## src/hdl/mgd_pkg.sv

```systemverilog
package mgd_pkg;

  // Clock and timing
  localparam int CLK_PERIOD_NS = 10;
  // Restart clock periods: 20 kHz and 40 kHz
  localparam int RESTART_SLOW_NS = 50000;
  localparam int RESTART_FAST_NS = 25000;
  localparam int RESTART_SLOW_CYC = RESTART_SLOW_NS / CLK_PERIOD_NS;
  localparam int RESTART_FAST_CYC = RESTART_FAST_NS / CLK_PERIOD_NS;
  // Least times, so the cycle counts round up
  localparam int BLANK_NS = 200;
  localparam int MARGIN_NS = 100;
  localparam int BLANK_CYC = (BLANK_NS + CLK_PERIOD_NS - 1) / CLK_PERIOD_NS;
  localparam int MARGIN_CYC =
    (MARGIN_NS + CLK_PERIOD_NS - 1) / CLK_PERIOD_NS;
  localparam int CNT_W = 8;
  localparam logic [CNT_W-1:0] BLANK_LOAD = CNT_W'(BLANK_CYC);
  localparam logic [CNT_W-1:0] MARGIN_LAST = CNT_W'(MARGIN_CYC - 1);
  localparam int RST_W = 16;

  // Register map (byte addresses)
  localparam int ADDR_W = 12;
  localparam logic [ADDR_W-1:0] CTRL_OFS = 12'h000;
  localparam logic [ADDR_W-1:0] STAT_OFS = 12'h004;

  // Control register fields
  localparam int CTRL_W = 5;
  localparam int CTRL_SYNC_BIT = 0;
  localparam int CTRL_ASYNC_BIT = 1;
  localparam int CTRL_RECIR_BIT = 2;
  localparam int CTRL_DUTY_BIT = 3;
  localparam int CTRL_PINCFG_BIT = 4;
  localparam logic [CTRL_W-1:0] CTRL_RST = 5'h04;

  // Status register fields
  localparam int STAT_W = 11;
  localparam int STAT_HOLD_BIT = 0;
  localparam int STAT_BLANK_BIT = 1;
  localparam int STAT_LO_SR_LSB = 2;
  localparam int STAT_HI_SR_LSB = 5;
  localparam int STAT_ACUT_LSB = 8;

  // Input synchroniser layout
  localparam int IN_W = 13;

  typedef enum logic [1:0] {
    SR_IDLE = 2'b00,
    SR_WAIT = 2'b01,
    SR_ON = 2'b10
  } mgd_sr_state_t;

endpackage : mgd_pkg

```

## src/hdl/mgd_gate_ctrl.sv

```systemverilog
// Summary of operation
// On commutation, switch on the conducting-diode low FET; mirror high.
// Rectify after a margin; stop early when the comparator drops.
// High-only PWM: low-side FET on while its diode conducts in off time.
// Complementary PWM: low-side FET off when decaying current nears zero.
// Limit trip active whenever the summed current comparator is high outside blanking.
// After a trip, keep all high-side FETs off until the next PWM cycle.
// During the hold, low-side behaviour follows the recirculation select.
// Brake mode: low-side FETs on while high-side FETs are held off.
// High-Z mode: low-side FETs off while high-side FETs are held off.
// Ignore the trip for a blanking time after a high-side PWM input turns active.
// At full duty, an internal restart clock re-enables the held high side.
// Register variant selects a 20 kHz or 40 kHz restart clock.
// Pin variant fixes the restart clock at 20 kHz.
// Demagnetization works only when both rectification enables are set.
// High comparator flags current to supply; low flags ground current.
// A high-side PWM rising edge, or restart tick at full duty, starts a new cycle.
// Blanking and margin are cycle counts of the device clock.
`timescale 1ns/1ps
module mgd_gate_ctrl #(
  parameter int RESTART_SLOW_CYC = mgd_pkg::RESTART_SLOW_CYC,
  parameter int RESTART_FAST_CYC = mgd_pkg::RESTART_FAST_CYC
) (
  // Clock and reset
  input wire logic pclk,
  input wire logic presetn,
  // APB slave
  input wire logic psel,
  input wire logic penable,
  input wire logic pwrite,
  input wire logic [mgd_pkg::ADDR_W-1:0] paddr,
  input wire logic [31:0] pwdata,
  input wire logic [3:0] pstrb,
  output logic [31:0] prdata,
  output logic pready,
  output logic pslverr,
  // PWM inputs from the controller, per phase
  input wire logic [2:0] pwm_hi,
  input wire logic [2:0] pwm_lo,
  // Analog comparator outputs
  input wire logic [2:0] high_side_demag_comparator,
  input wire logic [2:0] low_side_demag_comparator,
  input wire logic limit_trip,
  // Gate drive
  output logic [2:0] gate_hi,
  output logic [2:0] gate_lo
);

  logic [mgd_pkg::IN_W-1:0] in_s;
  logic [2:0] pwm_hi_s;
  logic [2:0] pwm_lo_s;
  logic [2:0] hs_dem;
  logic [2:0] ls_dem;
  logic trip_s;
  logic tick;

  mgd_sync2 #(.W(mgd_pkg::IN_W)) u_sync (
    .pclk(pclk),
    .presetn(presetn),
    .async_in({limit_trip, low_side_demag_comparator,
               high_side_demag_comparator, pwm_lo, pwm_hi}),
    .sync_out(in_s)
  );

  assign pwm_hi_s = in_s[2:0];
  assign pwm_lo_s = in_s[5:3];
  assign hs_dem = in_s[8:6];
  assign ls_dem = in_s[11:9];
  assign trip_s = in_s[12];

  // Register file
  logic [mgd_pkg::CTRL_W-1:0] ctrl_q;
  logic [mgd_pkg::CTRL_W-1:0] ctrl_d;
  logic [31:0] rdata_q;
  logic [31:0] rdata_d;
  logic [mgd_pkg::STAT_W-1:0] status;
  logic demag_en;
  logic brake_sel;
  logic fast_sel;

  function automatic logic addr_hit(input logic [mgd_pkg::ADDR_W-1:0] a);
    addr_hit = (a == mgd_pkg::CTRL_OFS) || (a == mgd_pkg::STAT_OFS);
  endfunction : addr_hit

  always_comb begin
    ctrl_d = ctrl_q;
    rdata_d = rdata_q;
    if (psel && penable && pwrite && pstrb[0] &&
        paddr == mgd_pkg::CTRL_OFS) begin
      ctrl_d = pwdata[mgd_pkg::CTRL_W-1:0];
    end
    // Read data is captured in the setup cycle so prdata is a flop
    if (psel && !penable && !pwrite) begin
      rdata_d = '0;
      if (paddr == mgd_pkg::CTRL_OFS) begin
        rdata_d[mgd_pkg::CTRL_W-1:0] = ctrl_q;
      end else if (paddr == mgd_pkg::STAT_OFS) begin
        rdata_d[mgd_pkg::STAT_W-1:0] = status;
      end
    end
  end

  always_ff @(posedge pclk or negedge presetn) begin
    if (!presetn) begin
      ctrl_q <= mgd_pkg::CTRL_RST;
      rdata_q <= '0;
    end else begin
      ctrl_q <= ctrl_d;
      rdata_q <= rdata_d;
    end
  end

  assign prdata = rdata_q;
  assign pready = 1'b1;
  assign pslverr = psel && penable && !addr_hit(paddr);

  assign demag_en = ctrl_q[mgd_pkg::CTRL_SYNC_BIT] &&
                    ctrl_q[mgd_pkg::CTRL_ASYNC_BIT];
  assign brake_sel = ctrl_q[mgd_pkg::CTRL_RECIR_BIT];
  // Pin-configured parts ignore the duty select and stay slow
  assign fast_sel = ctrl_q[mgd_pkg::CTRL_DUTY_BIT] &&
                    !ctrl_q[mgd_pkg::CTRL_PINCFG_BIT];

  mgd_restart_tick #(
    .SLOW_CYC(RESTART_SLOW_CYC),
    .FAST_CYC(RESTART_FAST_CYC)
  ) u_restart (
    .pclk(pclk),
    .presetn(presetn),
    .fast_sel(fast_sel),
    .tick(tick)
  );

  // Cycle-by-cycle current limit
  logic [2:0] hi_prev_q;
  logic edge_seen_q;
  logic edge_seen_d;
  logic hold_q;
  logic hold_d;
  logic [mgd_pkg::CNT_W-1:0] blank_q;
  logic [mgd_pkg::CNT_W-1:0] blank_d;
  logic cycle_start;
  logic blanking;

  always_comb begin
    blanking = (blank_q != '0);
    // A tick restarts only when no edge came since the last tick,
    // so normal PWM is never chopped by the internal clock
    cycle_start = |(pwm_hi_s & ~hi_prev_q) ||
                  (tick && !edge_seen_q && |pwm_hi_s);
    if (tick) begin
      edge_seen_d = 1'b0;
    end else begin
      edge_seen_d = edge_seen_q || |(pwm_hi_s & ~hi_prev_q);
    end
    if (cycle_start) begin
      blank_d = mgd_pkg::BLANK_LOAD;
      hold_d = 1'b0;
    end else begin
      blank_d = blanking ? blank_q - 1'b1 : blank_q;
      hold_d = hold_q || (trip_s && !blanking);
    end
  end

  always_ff @(posedge pclk or negedge presetn) begin
    if (!presetn) begin
      hi_prev_q <= '0;
      edge_seen_q <= 1'b0;
      hold_q <= 1'b0;
      blank_q <= '0;
    end else begin
      hi_prev_q <= pwm_hi_s;
      edge_seen_q <= edge_seen_d;
      hold_q <= hold_d;
      blank_q <= blank_d;
    end
  end

  // Active demagnetization per phase
  mgd_pkg::mgd_sr_state_t lo_st_q [3];
  mgd_pkg::mgd_sr_state_t lo_st_d [3];
  mgd_pkg::mgd_sr_state_t hi_st_q [3];
  mgd_pkg::mgd_sr_state_t hi_st_d [3];
  logic [2:0][mgd_pkg::CNT_W-1:0] lo_cnt_q;
  logic [2:0][mgd_pkg::CNT_W-1:0] lo_cnt_d;
  logic [2:0][mgd_pkg::CNT_W-1:0] hi_cnt_q;
  logic [2:0][mgd_pkg::CNT_W-1:0] hi_cnt_d;
  logic [2:0] async_arm_q;
  logic [2:0] async_arm_d;
  logic [2:0] async_cut_q;
  logic [2:0] async_cut_d;
  logic [2:0] lo_sr_on;
  logic [2:0] hi_sr_on;

  function automatic mgd_pkg::mgd_sr_state_t sr_next(
    input mgd_pkg::mgd_sr_state_t st,
    input logic start,
    input logic done,
    input logic keep
  );
    sr_next = st;
    unique case (st)
      mgd_pkg::SR_IDLE: begin
        if (start) sr_next = mgd_pkg::SR_WAIT;
      end
      mgd_pkg::SR_WAIT: begin
        if (!start) sr_next = mgd_pkg::SR_IDLE;
        else if (done) sr_next = mgd_pkg::SR_ON;
      end
      mgd_pkg::SR_ON: begin
        if (!keep) sr_next = mgd_pkg::SR_IDLE;
      end
      default: sr_next = mgd_pkg::SR_IDLE;
    endcase
  endfunction : sr_next

  always_comb begin
    logic lo_arm;
    logic hi_arm;
    lo_arm = 1'b0;
    hi_arm = 1'b0;
    for (int p = 0; p < 3; p++) begin
      // Low-side diode conducts while the low command is off and the high side is off or held
      lo_arm = demag_en && ls_dem[p] && !pwm_lo_s[p] &&
               !(pwm_hi_s[p] && !hold_q);
      lo_st_d[p] = sr_next(lo_st_q[p], lo_arm,
                           lo_cnt_q[p] == mgd_pkg::MARGIN_LAST,
                           lo_arm);
      lo_cnt_d[p] = (lo_st_q[p] == mgd_pkg::SR_WAIT) ?
                    lo_cnt_q[p] + 1'b1 : '0;
      // High side is never rectified while the limit holds it off
      hi_arm = demag_en && hs_dem[p] && !pwm_hi_s[p] &&
               !pwm_lo_s[p] && !hold_q;
      hi_st_d[p] = sr_next(hi_st_q[p], hi_arm,
                           hi_cnt_q[p] == mgd_pkg::MARGIN_LAST,
                           hi_arm);
      hi_cnt_d[p] = (hi_st_q[p] == mgd_pkg::SR_WAIT) ?
                    hi_cnt_q[p] + 1'b1 : '0;
      // Arm once forward current is seen, cut when it fades
      async_arm_d[p] = demag_en && pwm_lo_s[p] &&
                       (async_arm_q[p] || ls_dem[p]);
      async_cut_d[p] = demag_en && pwm_lo_s[p] &&
                       (async_cut_q[p] ||
                        (async_arm_q[p] && !ls_dem[p]));
    end
  end

  always_ff @(posedge pclk or negedge presetn) begin
    if (!presetn) begin
      for (int p = 0; p < 3; p++) begin
        lo_st_q[p] <= mgd_pkg::SR_IDLE;
        hi_st_q[p] <= mgd_pkg::SR_IDLE;
      end
      lo_cnt_q <= '0;
      hi_cnt_q <= '0;
      async_arm_q <= '0;
      async_cut_q <= '0;
    end else begin
      lo_st_q <= lo_st_d;
      hi_st_q <= hi_st_d;
      lo_cnt_q <= lo_cnt_d;
      hi_cnt_q <= hi_cnt_d;
      async_arm_q <= async_arm_d;
      async_cut_q <= async_cut_d;
    end
  end

  // Gate drive
  logic [2:0] gate_hi_q;
  logic [2:0] gate_hi_d;
  logic [2:0] gate_lo_q;
  logic [2:0] gate_lo_d;

  always_comb begin
    status = '0;
    for (int p = 0; p < 3; p++) begin
      lo_sr_on[p] = (lo_st_q[p] == mgd_pkg::SR_ON);
      hi_sr_on[p] = (hi_st_q[p] == mgd_pkg::SR_ON);
      gate_hi_d[p] = !hold_q && (pwm_hi_s[p] || hi_sr_on[p]);
      if (hold_q) begin
        gate_lo_d[p] = brake_sel;
      end else begin
        gate_lo_d[p] = (pwm_lo_s[p] && !async_cut_q[p]) ||
                       lo_sr_on[p];
      end
      // Never both FETs of one leg, whatever the inputs say
      if (gate_hi_d[p]) begin
        gate_lo_d[p] = 1'b0;
      end
      status[mgd_pkg::STAT_LO_SR_LSB + p] = lo_sr_on[p];
      status[mgd_pkg::STAT_HI_SR_LSB + p] = hi_sr_on[p];
      status[mgd_pkg::STAT_ACUT_LSB + p] = async_cut_q[p];
    end
    status[mgd_pkg::STAT_HOLD_BIT] = hold_q;
    status[mgd_pkg::STAT_BLANK_BIT] = blanking;
  end

  always_ff @(posedge pclk or negedge presetn) begin
    if (!presetn) begin
      gate_hi_q <= '0;
      gate_lo_q <= '0;
    end else begin
      gate_hi_q <= gate_hi_d;
      gate_lo_q <= gate_lo_d;
    end
  end

  assign gate_hi = gate_hi_q;
  assign gate_lo = gate_lo_q;

endmodule : mgd_gate_ctrl

```

## src/hdl/mgd_sync2.sv

```systemverilog
`timescale 1ns/1ps
module mgd_sync2 #(
  parameter int W = 1
) (
  // Clock and reset
  input wire logic pclk,
  input wire logic presetn,
  // Data
  input wire logic [W-1:0] async_in,
  output logic [W-1:0] sync_out
);

  logic [W-1:0] meta_q;
  logic [W-1:0] sync_q;

  // First stage feeds only the second stage
  always_ff @(posedge pclk or negedge presetn) begin
    if (!presetn) begin
      meta_q <= '0;
      sync_q <= '0;
    end else begin
      meta_q <= async_in;
      sync_q <= meta_q;
    end
  end

  assign sync_out = sync_q;

endmodule : mgd_sync2

```

## src/hdl/mgd_restart_tick.sv

```systemverilog
`timescale 1ns/1ps
module mgd_restart_tick #(
  parameter int SLOW_CYC = mgd_pkg::RESTART_SLOW_CYC,
  parameter int FAST_CYC = mgd_pkg::RESTART_FAST_CYC
) (
  // Clock and reset
  input wire logic pclk,
  input wire logic presetn,
  // Control and tick
  input wire logic fast_sel,
  output logic tick
);

  logic [mgd_pkg::RST_W-1:0] cnt_q;
  logic [mgd_pkg::RST_W-1:0] cnt_d;
  logic [mgd_pkg::RST_W-1:0] last;
  logic tick_q;
  logic tick_d;

  always_comb begin
    last = fast_sel ? mgd_pkg::RST_W'(FAST_CYC - 1)
                    : mgd_pkg::RST_W'(SLOW_CYC - 1);
    // Greater-or-equal so a period change never strands the counter
    tick_d = (cnt_q >= last);
    cnt_d = tick_d ? '0 : cnt_q + 1'b1;
  end

  always_ff @(posedge pclk or negedge presetn) begin
    if (!presetn) begin
      cnt_q <= '0;
      tick_q <= 1'b0;
    end else begin
      cnt_q <= cnt_d;
      tick_q <= tick_d;
    end
  end

  assign tick = tick_q;

endmodule : mgd_restart_tick

```

## config.mk

```make
export PLATFORM = sky130hd
export DESIGN_NAME = mgd_gate_ctrl
export DESIGN_NICKNAME = d
export VERILOG_FILES = /design/src/hdl/mgd_pkg.sv /design/src/hdl/mgd_gate_ctrl.sv /design/src/hdl/mgd_sync2.sv /design/src/hdl/mgd_restart_tick.sv
export SDC_FILE = /design/constraint.sdc
export NUM_CORES = 1
export LEC_CHECK = 0
export BUFFER_PORTS_ARGS = -buffer_cell sky130_fd_sc_hd__buf_2
export CORE_ASPECT_RATIO = 1.2
export CORE_MARGIN = 5
export CORE_UTILIZATION = 56
export CTS_CLUSTER_SIZE = 16
export DETAILED_ROUTE_END_ITERATION = 10
export PLACE_DENSITY = 0.77
export SLEW_MARGIN = 15
export SYNTH_ARGS = -nofsm -noshare
export SYNTH_HDL_FRONTEND = slang
export SYNTH_HIERARCHICAL = 1
export SYNTH_SLANG_ARGS = --single-unit
```

## constraint.sdc

```tcl
create_clock -name pclk -period 2.9 [get_ports pclk]
set_input_delay 0.145 -clock pclk [delete_from_list [all_inputs] [get_ports pclk]]
set_output_delay 0.145 -clock pclk [all_outputs]
set_load 0.005 [all_outputs]
```

* After elaboration in Yosys (flattened, before gate mapping) *
Cells that the tools add are included.

word-level totals
  ROM bits = 0
  memories kept = 0
  bits in writable memories = 0
  logic and storage cells = 234
  flip-flop bits (word level) = 144
  latch bits = 0

operators by class
  reduce and logical (&&, ||, !) cells = 109
  muxes and demuxes = 51
  bitwise logic cells = 2
  equal/unequal tests = 37
  multipliers = 0
  div/mod/pow operators = 0
  $lt $le $gt $ge = 1
  add/subtract/negate cells = 8
  shift operators = 0

operator list
  operator                                                             number
  8-bit two-way mux                                                    8
  1-bit logical AND                                                    54
  8-bit by 1-bit adder with 8-bit output (second input constant)       6
  8-bit by 4-bit == test with 1-bit output (second input constant)     6
  2-bit two-way mux                                                    24
  2-bit one-hot mux with 3 select lines                                6
  2-bit != test (second input constant)                                12
  1-bit logical NOT                                                    22
  3-bit != test (second input constant)                                6
  3-bit AND reduction                                                  6
  16-bit by 1-bit adder with 16-bit output (second input constant)     1
  16-bit greater-or-equal comparator                                   1
  1-bit logical OR                                                     16
  16-bit two-way mux                                                   1
  13-bit two-way mux                                                   1
  12-bit by 3-bit == test with 1-bit output (second input constant)    1
  2-bit by 1-bit == test with 1-bit output (second input constant)     6
  2-bit == test (second input constant)                                6
  12-bit logical NOT                                                   1
  2-bit logical NOT                                                    6
  11-bit two-way mux                                                   1
  1-bit two-way mux                                                    8
  8-bit nonzero test                                                   1
  8-bit by 1-bit subtractor with 8-bit output (second input constant)  1
  6 further kinds                                                      7

* Depth between registers and ports, before layout *
Gate-level depths: netlist (run 1).

  depth after elaboration = 7
  depth in mapped cells = 7
  mapped depth without buffers = 6

* Hierarchy *
The synthesis (run 1) kept the hierarchy.

modules (own cells, without submodules)
  module            cells each  seq. area each (sq um)  instances  area an instance (sq um)
  mgd_gate_ctrl     448         2528.7                  1          4692.0
  mgd_restart_tick  86          425.4                   1          969.7
  mgd_sync2         26          650.6                   1          650.6

* Worst setup path after synthesis (run 1) *
Ideal clock, no wire load.

  path kind = register -> register
  start = register ctrl_q[4] (netlist bit)
  end = register u_restart/cnt_q[10] (netlist bit)
  stages on the path, launching flop included = 8
  library setup time = 0.149 ns
  arrival = 1.977 ns
  slack = 0.774 ns
  cells stage by stage = dfrtp_1 > nor2b_1 > inv_1 > ha_1 > a31oi_1 > a2111oi_2 > buf_2 > a2111oi_1

on the way
  cells in the longest elaborated chain, start to end = 5

RTL lines
  what                                RTL line                text
  start: declaration                  mgd_gate_ctrl.sv:72     logic [mgd_pkg::CTRL_W-1:0] ctrl_q;
  start signal: assignment            mgd_gate_ctrl.sv:105    ctrl_q <= mgd_pkg::CTRL_RST;
  start signal: assignment            mgd_gate_ctrl.sv:108    ctrl_q <= ctrl_d;
  1-bit logical NOT                   mgd_gate_ctrl.sv:122    !ctrl_q[mgd_pkg::CTRL_PINCFG_BIT];
  1-bit logical AND                   mgd_gate_ctrl.sv:121    assign fast_sel = ctrl_q[mgd_pkg::CTRL_DUTY_BIT] &&
  net fast_sel                        mgd_gate_ctrl.sv:79     logic fast_sel;
  13-bit two-way mux                  mgd_restart_tick.sv:21  last = fast_sel ? mgd_pkg::RST_W'(FAST_CYC - 1)
  16-bit greater-or-equal comparator  mgd_restart_tick.sv:24  tick_d = (cnt_q >= last);
  16-bit two-way mux                  mgd_restart_tick.sv:25  cnt_d = tick_d ? '0 : cnt_q + 1'b1;
  net u_restart.cnt_d (one bit)       mgd_restart_tick.sv:15  logic [mgd_pkg::RST_W-1:0] cnt_d;
  end signal: assignment              mgd_restart_tick.sv:33  cnt_q <= cnt_d;
  end: declaration                    mgd_restart_tick.sv:14  logic [mgd_pkg::RST_W-1:0] cnt_q;

The timed path passes the listed nets, and every way through them passes these cells.
A chain may end at the register's enable or synchronous reset.

* Final worst setup path (run 1) *
  start = register ctrl_q[4] (netlist bit)
  end = register u_restart/cnt_q[6] (netlist bit)

The elaborated chain is that of the path after synthesis.

==> flow_metrics.tcl, run 1 <==
set metrics [dict create \
    power_density_mw_per_mm2 587 \
    hold_end "prdata[2]" \
    synth_ff_type "dfrtp_1" \
    die_h_um 126 \
    cts_root_buf "clkbuf_16" \
    dp_slack_ns 0.567 \
    antenna_found_initial 0 \
    cts_setup_buffers 0 \
    h-tree-depth 4 \
    critPathKind "reg2reg" \
    post-route-period-util 0.793 \
    finalClockSkew_ns 0.00565 \
    place_inst 738 \
    tns_ns 0 \
    max_freq_mhz 435 \
    clk_latency_ns 0.42 \
    reg2reg_from "ctrl_q[4]" \
    cts_buffer_depth 2 \
    startpoint "ctrl_q[4]" \
    start_util 0.572 \
    outcome "completed" \
    grt_pass1_vias 4433 \
    min_period_ns 2.30 \
    r2r_cells 6 \
    ys_warn_count 6 \
    maxCapViolCount 0 \
    overflow 0 \
    place_congestion 0.840 \
    setup_viol 0 \
    cts.sinks 144 \
    rsz0062_at_grt "false" \
    seq_area_frac_synth 0.571 \
    avgSynthCellArea_um2 11.3 \
    hp-start "paddr[2]" \
    vias 4367 \
    power.leakage_nw 3.39 \
    cts_inserted_buffers 17 \
    grt_pass1_wl_mm 20.8 \
    wire_per_inst_um 15.6 \
    globalRouteTotalUtil 0.194 \
    arrival_ns 2.57 \
    cts_tree "yes" \
    cp_max_fo 15 \
    grt_max_degree 73 \
    min_path_type "in2reg" \
    dr.pass1.iters 5 \
    core_area_mm2 0.0110 \
    nFillCells 803 \
    top_layer "met4" \
    peakVddDrop_uv 362 \
    end_kind "flip-flop" \
    dr_wl_met2_mm 6.27 \
    maxSlewViolCount 0 \
    instances_no_fill 789 \
    hold_depth 3 \
    synth_cell_types 51 \
    synth_edf_count 0 \
    final_antenna_net_count 0 \
    fin_ws_ns 0.601 \
    fin_nets 730 \
    die-area_mm2 0.0135 \
    netlist_instances 560 \
    die_x_um 107 \
    power_mw 4.36 \
    startpoint_type "flip-flop" \
    route.met3.wl_um 637 \
    clk_pin_slew_ns 0.06 \
    synthArstFlopShare 1.00 \
    cp.required_ns 3.17 \
    reg2reg_to "u_restart/cnt_q[6]" \
    drt-total-wl_mm 12.3 \
    slew_headroom 0.564 \
    drive_above_1_share 0.154 \
    ys_seq_elements 144 \
    synth_area_mm2 0.00631 \
    place_hpwl_mm 8.22 \
    fin_util 0.674 \
    io_buffers 53 \
    drtIter0Drc 211 \
    n_antenna_cell 0 \
    regToRegSetupSlack_ns 0.60 \
    hold_viol 0 \
    areaGrowthSynthToFinish_pct 17.8 \
    via_per_inst 5.53 \
    met1_length_mm 5.25 \
    rows 42 \
    drc 0 \
    worst_pin_slew_ns 0.654 \
    io_pins 106 \
]
## state kept, by name, summed over array words and instances, names as in the netlist, 5 cells and up
signal,flops
blank_q,8
ctrl_q,5
hi_cnt_q,24
hi_st_q,6
lo_cnt_q,24
lo_st_q,6
prdata,11
u_restart/cnt_q,16
u_sync/meta_q,13
u_sync/sync_out,13
## layout make-up
type / count / area [um^2] / area share
Inverter: 27 / 101 / 0.0136
Tap cell: 132 / 165 / 0.0222
Sequential cell: 144 / 3600 / 0.485
Multi-Input combinational cell: 378 / 2470 / 0.333
Timing Repair Buffer: 76 / 504 / 0.0678
Clock buffer: 20 / 467 / 0.0627
Clock inverter: 12 / 123 / 0.0165
## how the worst max path moves through the flow
| stage | end | slack, ns |
|---|---|---|
| after floorplan | u_restart/cnt_q[10] | 0.77 |
| after global placement | u_restart/tick | 0.74 |
| after detailed placement | u_restart/cnt_q[6] | 0.57 |
| after CTS | u_restart/cnt_q[6] | 0.55 |
| after global routing | u_restart/cnt_q[5] | 0.36 |
| final | u_restart/cnt_q[6] | 0.60 |
## cell usage in the layout, fill, tap and decap left out, types with 4 or more instances in the layout
master and count:
a21oi_1 11, buf_2 52, conb_1 24, mux2i_1 7, clkbuf_16 17, or3_1 4, inv_1 27, nand2_1 20
dlygate4sd3_1 19, and3_1 14, o31ai_1 4, nor4_1 7, a22o_1 6, nand3_1 34, nor4bb_1 6, nand4_1 4
o21ai_0 4, xor2_1 26, mux2_1 5, o41ai_1 4, inv_6 5, nor2b_1 8, xnor2_1 16, a31oi_1 6
o21ai_1 5, nor4b_1 7, ha_1 20, dfrtp_1 143, nor2_1 86, nand2b_1 5, or4_1 8, a2111oi_2 5
a211oi_1 11
## worst max-delay path, stage by stage (launching register included)
cell and delay (ns):
dfrtp_1 0.39, nor2b_1 0.31, inv_1 0.13, ha_1 0.33, o21a_1 0.11, o21a_1 0.39, a2111oi_0 0.50
## stage by stage
stage               area (um^2)  hold WS [ns]
floorplan                  6390        -0.151
global placement           6660         0.193
detailed placement         6660         0.200
CTS                        7440         0.143
global route               7440         0.153
finish                     7440         0.150
## cell families after synthesis
group                    after synthesis  share of synthesized area
AND/OR/NAND/NOR                      213                      0.176
flip-flops                           144                      0.571
AO/OA/AOI/OAI                         67                     0.0836
buffers and inverters                 59                     0.0496
XOR/XNOR                              42                     0.0583
adder cells (fa/ha/maj)               20                     0.0396
multiplexers                          12                     0.0200
other                                  3                    0.00178
## power by group
part / internal, mW / switching (mW)
sequential: 2.04 / 0.0239
combinational: 0.0685 / 0.0989
clock: 1.27 / 0.864
total: 3.38 / 0.987
## synth_stat cells, drive strengths merged (5+ instances only)
cell / number / area share
nor4b: 7 / 0.0097
nand2b: 5 / 0.0050
or3: 6 / 0.0069
xor2: 26 / 0.036
o21ai: 9 / 0.0071
nor4: 8 / 0.010
nor2: 86 / 0.051
xnor2: 16 / 0.022
or4: 9 / 0.011
inv: 27 / 0.016
a2111oi: 11 / 0.024
ha: 20 / 0.040
buf: 24 / 0.029
a21oi: 11 / 0.0087
a211oi: 11 / 0.013
dfrtp: 143 / 0.57
nand2: 20 / 0.012
nand3: 34 / 0.027
mux2i: 7 / 0.011
nand4: 5 / 0.0059
nor4bb: 6 / 0.0095
nor2b: 8 / 0.0079
clkbuf: 8 / 0.0048
mux2: 5 / 0.0089
a22o: 6 / 0.0083
and3: 14 / 0.014
a31oi: 6 / 0.0059
## repair_timing
item	CTS	global route
hold buffers	19	0
hold endpoints to repair	87	0
gates resized for setup	0	0
## layer usage
metal  GRT usage  vias to the layer above
li1            -                     2076
met1       0.246                     2142
met2       0.325                      132
met3      0.0523                       17
met4      0.0640                        0
met5           0                        -
(Power assumes the default switching activity.)
==> run 2: changes to the inputs <==
--- a/config.mk
+++ b/config.mk
@@ -8,10 +8,10 @@
 export BUFFER_PORTS_ARGS = -buffer_cell sky130_fd_sc_hd__buf_2
 export CORE_ASPECT_RATIO = 1.2
 export CORE_MARGIN = 5
-export CORE_UTILIZATION = 56
+export CORE_UTILIZATION = 51
 export CTS_CLUSTER_SIZE = 16
 export DETAILED_ROUTE_END_ITERATION = 10
-export PLACE_DENSITY = 0.77
+export PLACE_DENSITY = 0.74
 export SLEW_MARGIN = 15
 export SYNTH_ARGS = -nofsm -noshare
 export SYNTH_HDL_FRONTEND = slang
==> constraint.sdc (replaced) <==
create_clock -name pclk -period 2.08 [get_ports pclk]
set_input_delay 0.104 -clock pclk [delete_from_list [all_inputs] [get_ports pclk]]
set_output_delay 0.104 -clock pclk [all_outputs]
set_load 0.005 [all_outputs]
==> flow_metrics.tcl, run 2 (synthesis gave the netlist of run 1 again) <==
set metrics [dict create \
    worst_pin_slew_ns 0.563 \
    crit_end "u_restart/tick" \
    regToRegSetupSlack_ns 0.08 \
    swShare 0.233 \
    dr.pass1.iters 4 \
    r2r_cells 7 \
    cts_root_buf "clkbuf_16" \
    drive_above_1_share 0.177 \
    final_area_mm2 0.00758 \
    hold_viol 0 \
    clk_pin_slew_ns 0.06 \
    finalClockSkew_ns 0.00809 \
    end_kind "flip-flop" \
    io_buffers 53 \
    core_area_mm2 0.0121 \
    maxCapViolCount 0 \
    fin_nets 739 \
    final_cell_mix "dfrtp_1 (143), nor2_1 (86), buf_2 (52), nand3_1 (34), inv_1 (27)" \
    clk_latency_ns 0.41 \
    wire_per_inst_um 15.5 \
    outcome "completed" \
    p_clk_frac 0.474 \
    maxSlewViolCount 0 \
    power_frac_seq 0.485 \
    areaGrowthSynthToFinish_pct 20.2 \
    critPathKind "reg2reg" \
    max_freq_mhz 500 \
    setup_viol 0 \
    place_inst 776 \
    power.leakage_nw 3.42 \
    reg2reg_from "ctrl_q[3]" \
    grt_max_degree 63 \
    io_pins 106 \
    drt-total-wl_mm 12.8 \
    final_common_cell "dfrtp_1" \
    startpoint_type "flip-flop" \
    slew_headroom 0.625 \
    pwr-share-comb 0.041 \
    cp.required_ns 2.36 \
    startpoint "ctrl_q[3]" \
    place_congestion 0.852 \
    post-route-period-util 0.961 \
    die_x_um 112 \
    cts_inserted_buffers 17 \
    power_density_mw_per_mm2 783 \
    n_antenna_cell 0 \
    die_h_um 132 \
    die-area_mm2 0.0147 \
    via_per_inst 5.33 \
    cts_setup_buffers 0 \
    grt_pass1_wl_mm 21.7 \
    cts.sinks 144 \
    cts_tree "yes" \
    rsz0062_at_grt "false" \
    instances_no_fill 827 \
    cp_max_fo 7 \
    drtIter0Drc 216 \
    arrival_ns 2.28 \
    top_regs "hi_cnt_q: 24 flops, lo_cnt_q: 24 flops, u_restart/cnt_q: 16 flops" \
    globalRouteTotalUtil 0.180 \
    intPower_mw 4.55 \
    start_util 0.521 \
    drc 0 \
    placed_area_mm2 0.00678 \
    place_hpwl_mm 8.64 \
    h-tree-depth 4 \
    antenna_found_initial 0 \
    final_antenna_net_count 0 \
    cts_buffer_depth 2 \
    vias 4412 \
    rows 44 \
    min_path_type "in2reg" \
    power.switching_mw 1.39 \
    reg2reg_to "u_restart/tick" \
    min_period_ns 2.00 \
    overflow 0 \
    grt_pass1_vias 4571 \
    peakVddDrop_uv 433 \
]
## run 2: cell types whose count changed in the layout (fill, tap and decap cells not counted), sizes merged
| cell | delta |
|---|---|
| clkinvlp | +1 |
| clkbuf | -1 |
| inv | -1 |
| clkinv | +2 |
| bufinv | -1 |
| buf | +9 |
## run 2: metrics by stage
| step | setup WS [ns] | hold slack [ns] | util | setup TNS (ns) | power, mW |
|---|---|---|---|---|---|
| after floorplan | 0.0373 | -0.192 | - | 0 | 3.04 |
| after CTS | 0.00993 | 0.111 | 0.621 | 0 | 6.00 |
| final | 0.0812 | 0.124 | 0.626 | 0 | 5.94 |
| after global placement | 0.0831 | 0.108 | 0.559 | 0 | 3.14 |
| after detailed placement | -0.000323 | 0.123 | 0.559 | -0.000323 | 3.14 |
| after global routing | 0.00775 | 0.124 | 0.626 | 0 | 6.16 |
## run 2: cell type report
class | instances | area (um^2)
timing repair buffer | 85 | 576
clock inverter | 13 | 105
inverter | 27 | 101
tap | 161 | 201
sequential | 144 | 3600
multi-input combinational | 378 | 2540
clock buffer | 19 | 453
fill | 965 | 4530
## run 2: power groups by stage
stage,Combinational [mW],Clock [mW],Sequential (mW)
after detailed placement,0.213,0,2.93
after floorplan,0.117,0,2.92
after CTS,0.243,2.87,2.88
after global placement,0.206,0,2.93
final,0.241,2.82,2.88
after global routing,0.276,3.00,2.88
## run 2: worst max-delay path, cell delays in order (launching register included)
cell       delay, ns
dfrtp_1         0.38
nor2b_2         0.16
buf_4           0.14
ha_1            0.31
a31oi_2         0.22
a2111oi_4       0.11
buf_6           0.16
or3_1           0.37
## run 2: worst min-delay path by stage
stage	cells past startpoint	slack (ns)	end	start
after CTS	3	0.11	prdata[0]	paddr[2]
after global routing	3	0.12	prdata[0]	paddr[2]
final	3	0.12	prdata[2]	paddr[2]
after detailed placement	1	0.12	hi_cnt_q[3]	presetn
after global placement	1	0.11	hi_cnt_q[1]	presetn
after floorplan	0	-0.19	async_arm_q[0]	presetn
## run 2: what timing repair did
item | CTS | global route
setup endpoints to repair | 1 | 12
hold buffers | 19 | 0
pin swaps | 0 | 0
resized for setup | 1 | 12
endpoints found under the hold margin | 77 | 0
## run 2: per-layer routing
layer  up-vias  track usage  part of all wire
met5         -            0                 0
met2       107        0.297              0.51
met4         0       0.0663             0.016
met1      2189        0.230              0.43
met3        18       0.0432             0.044
li1       2098            -                 -
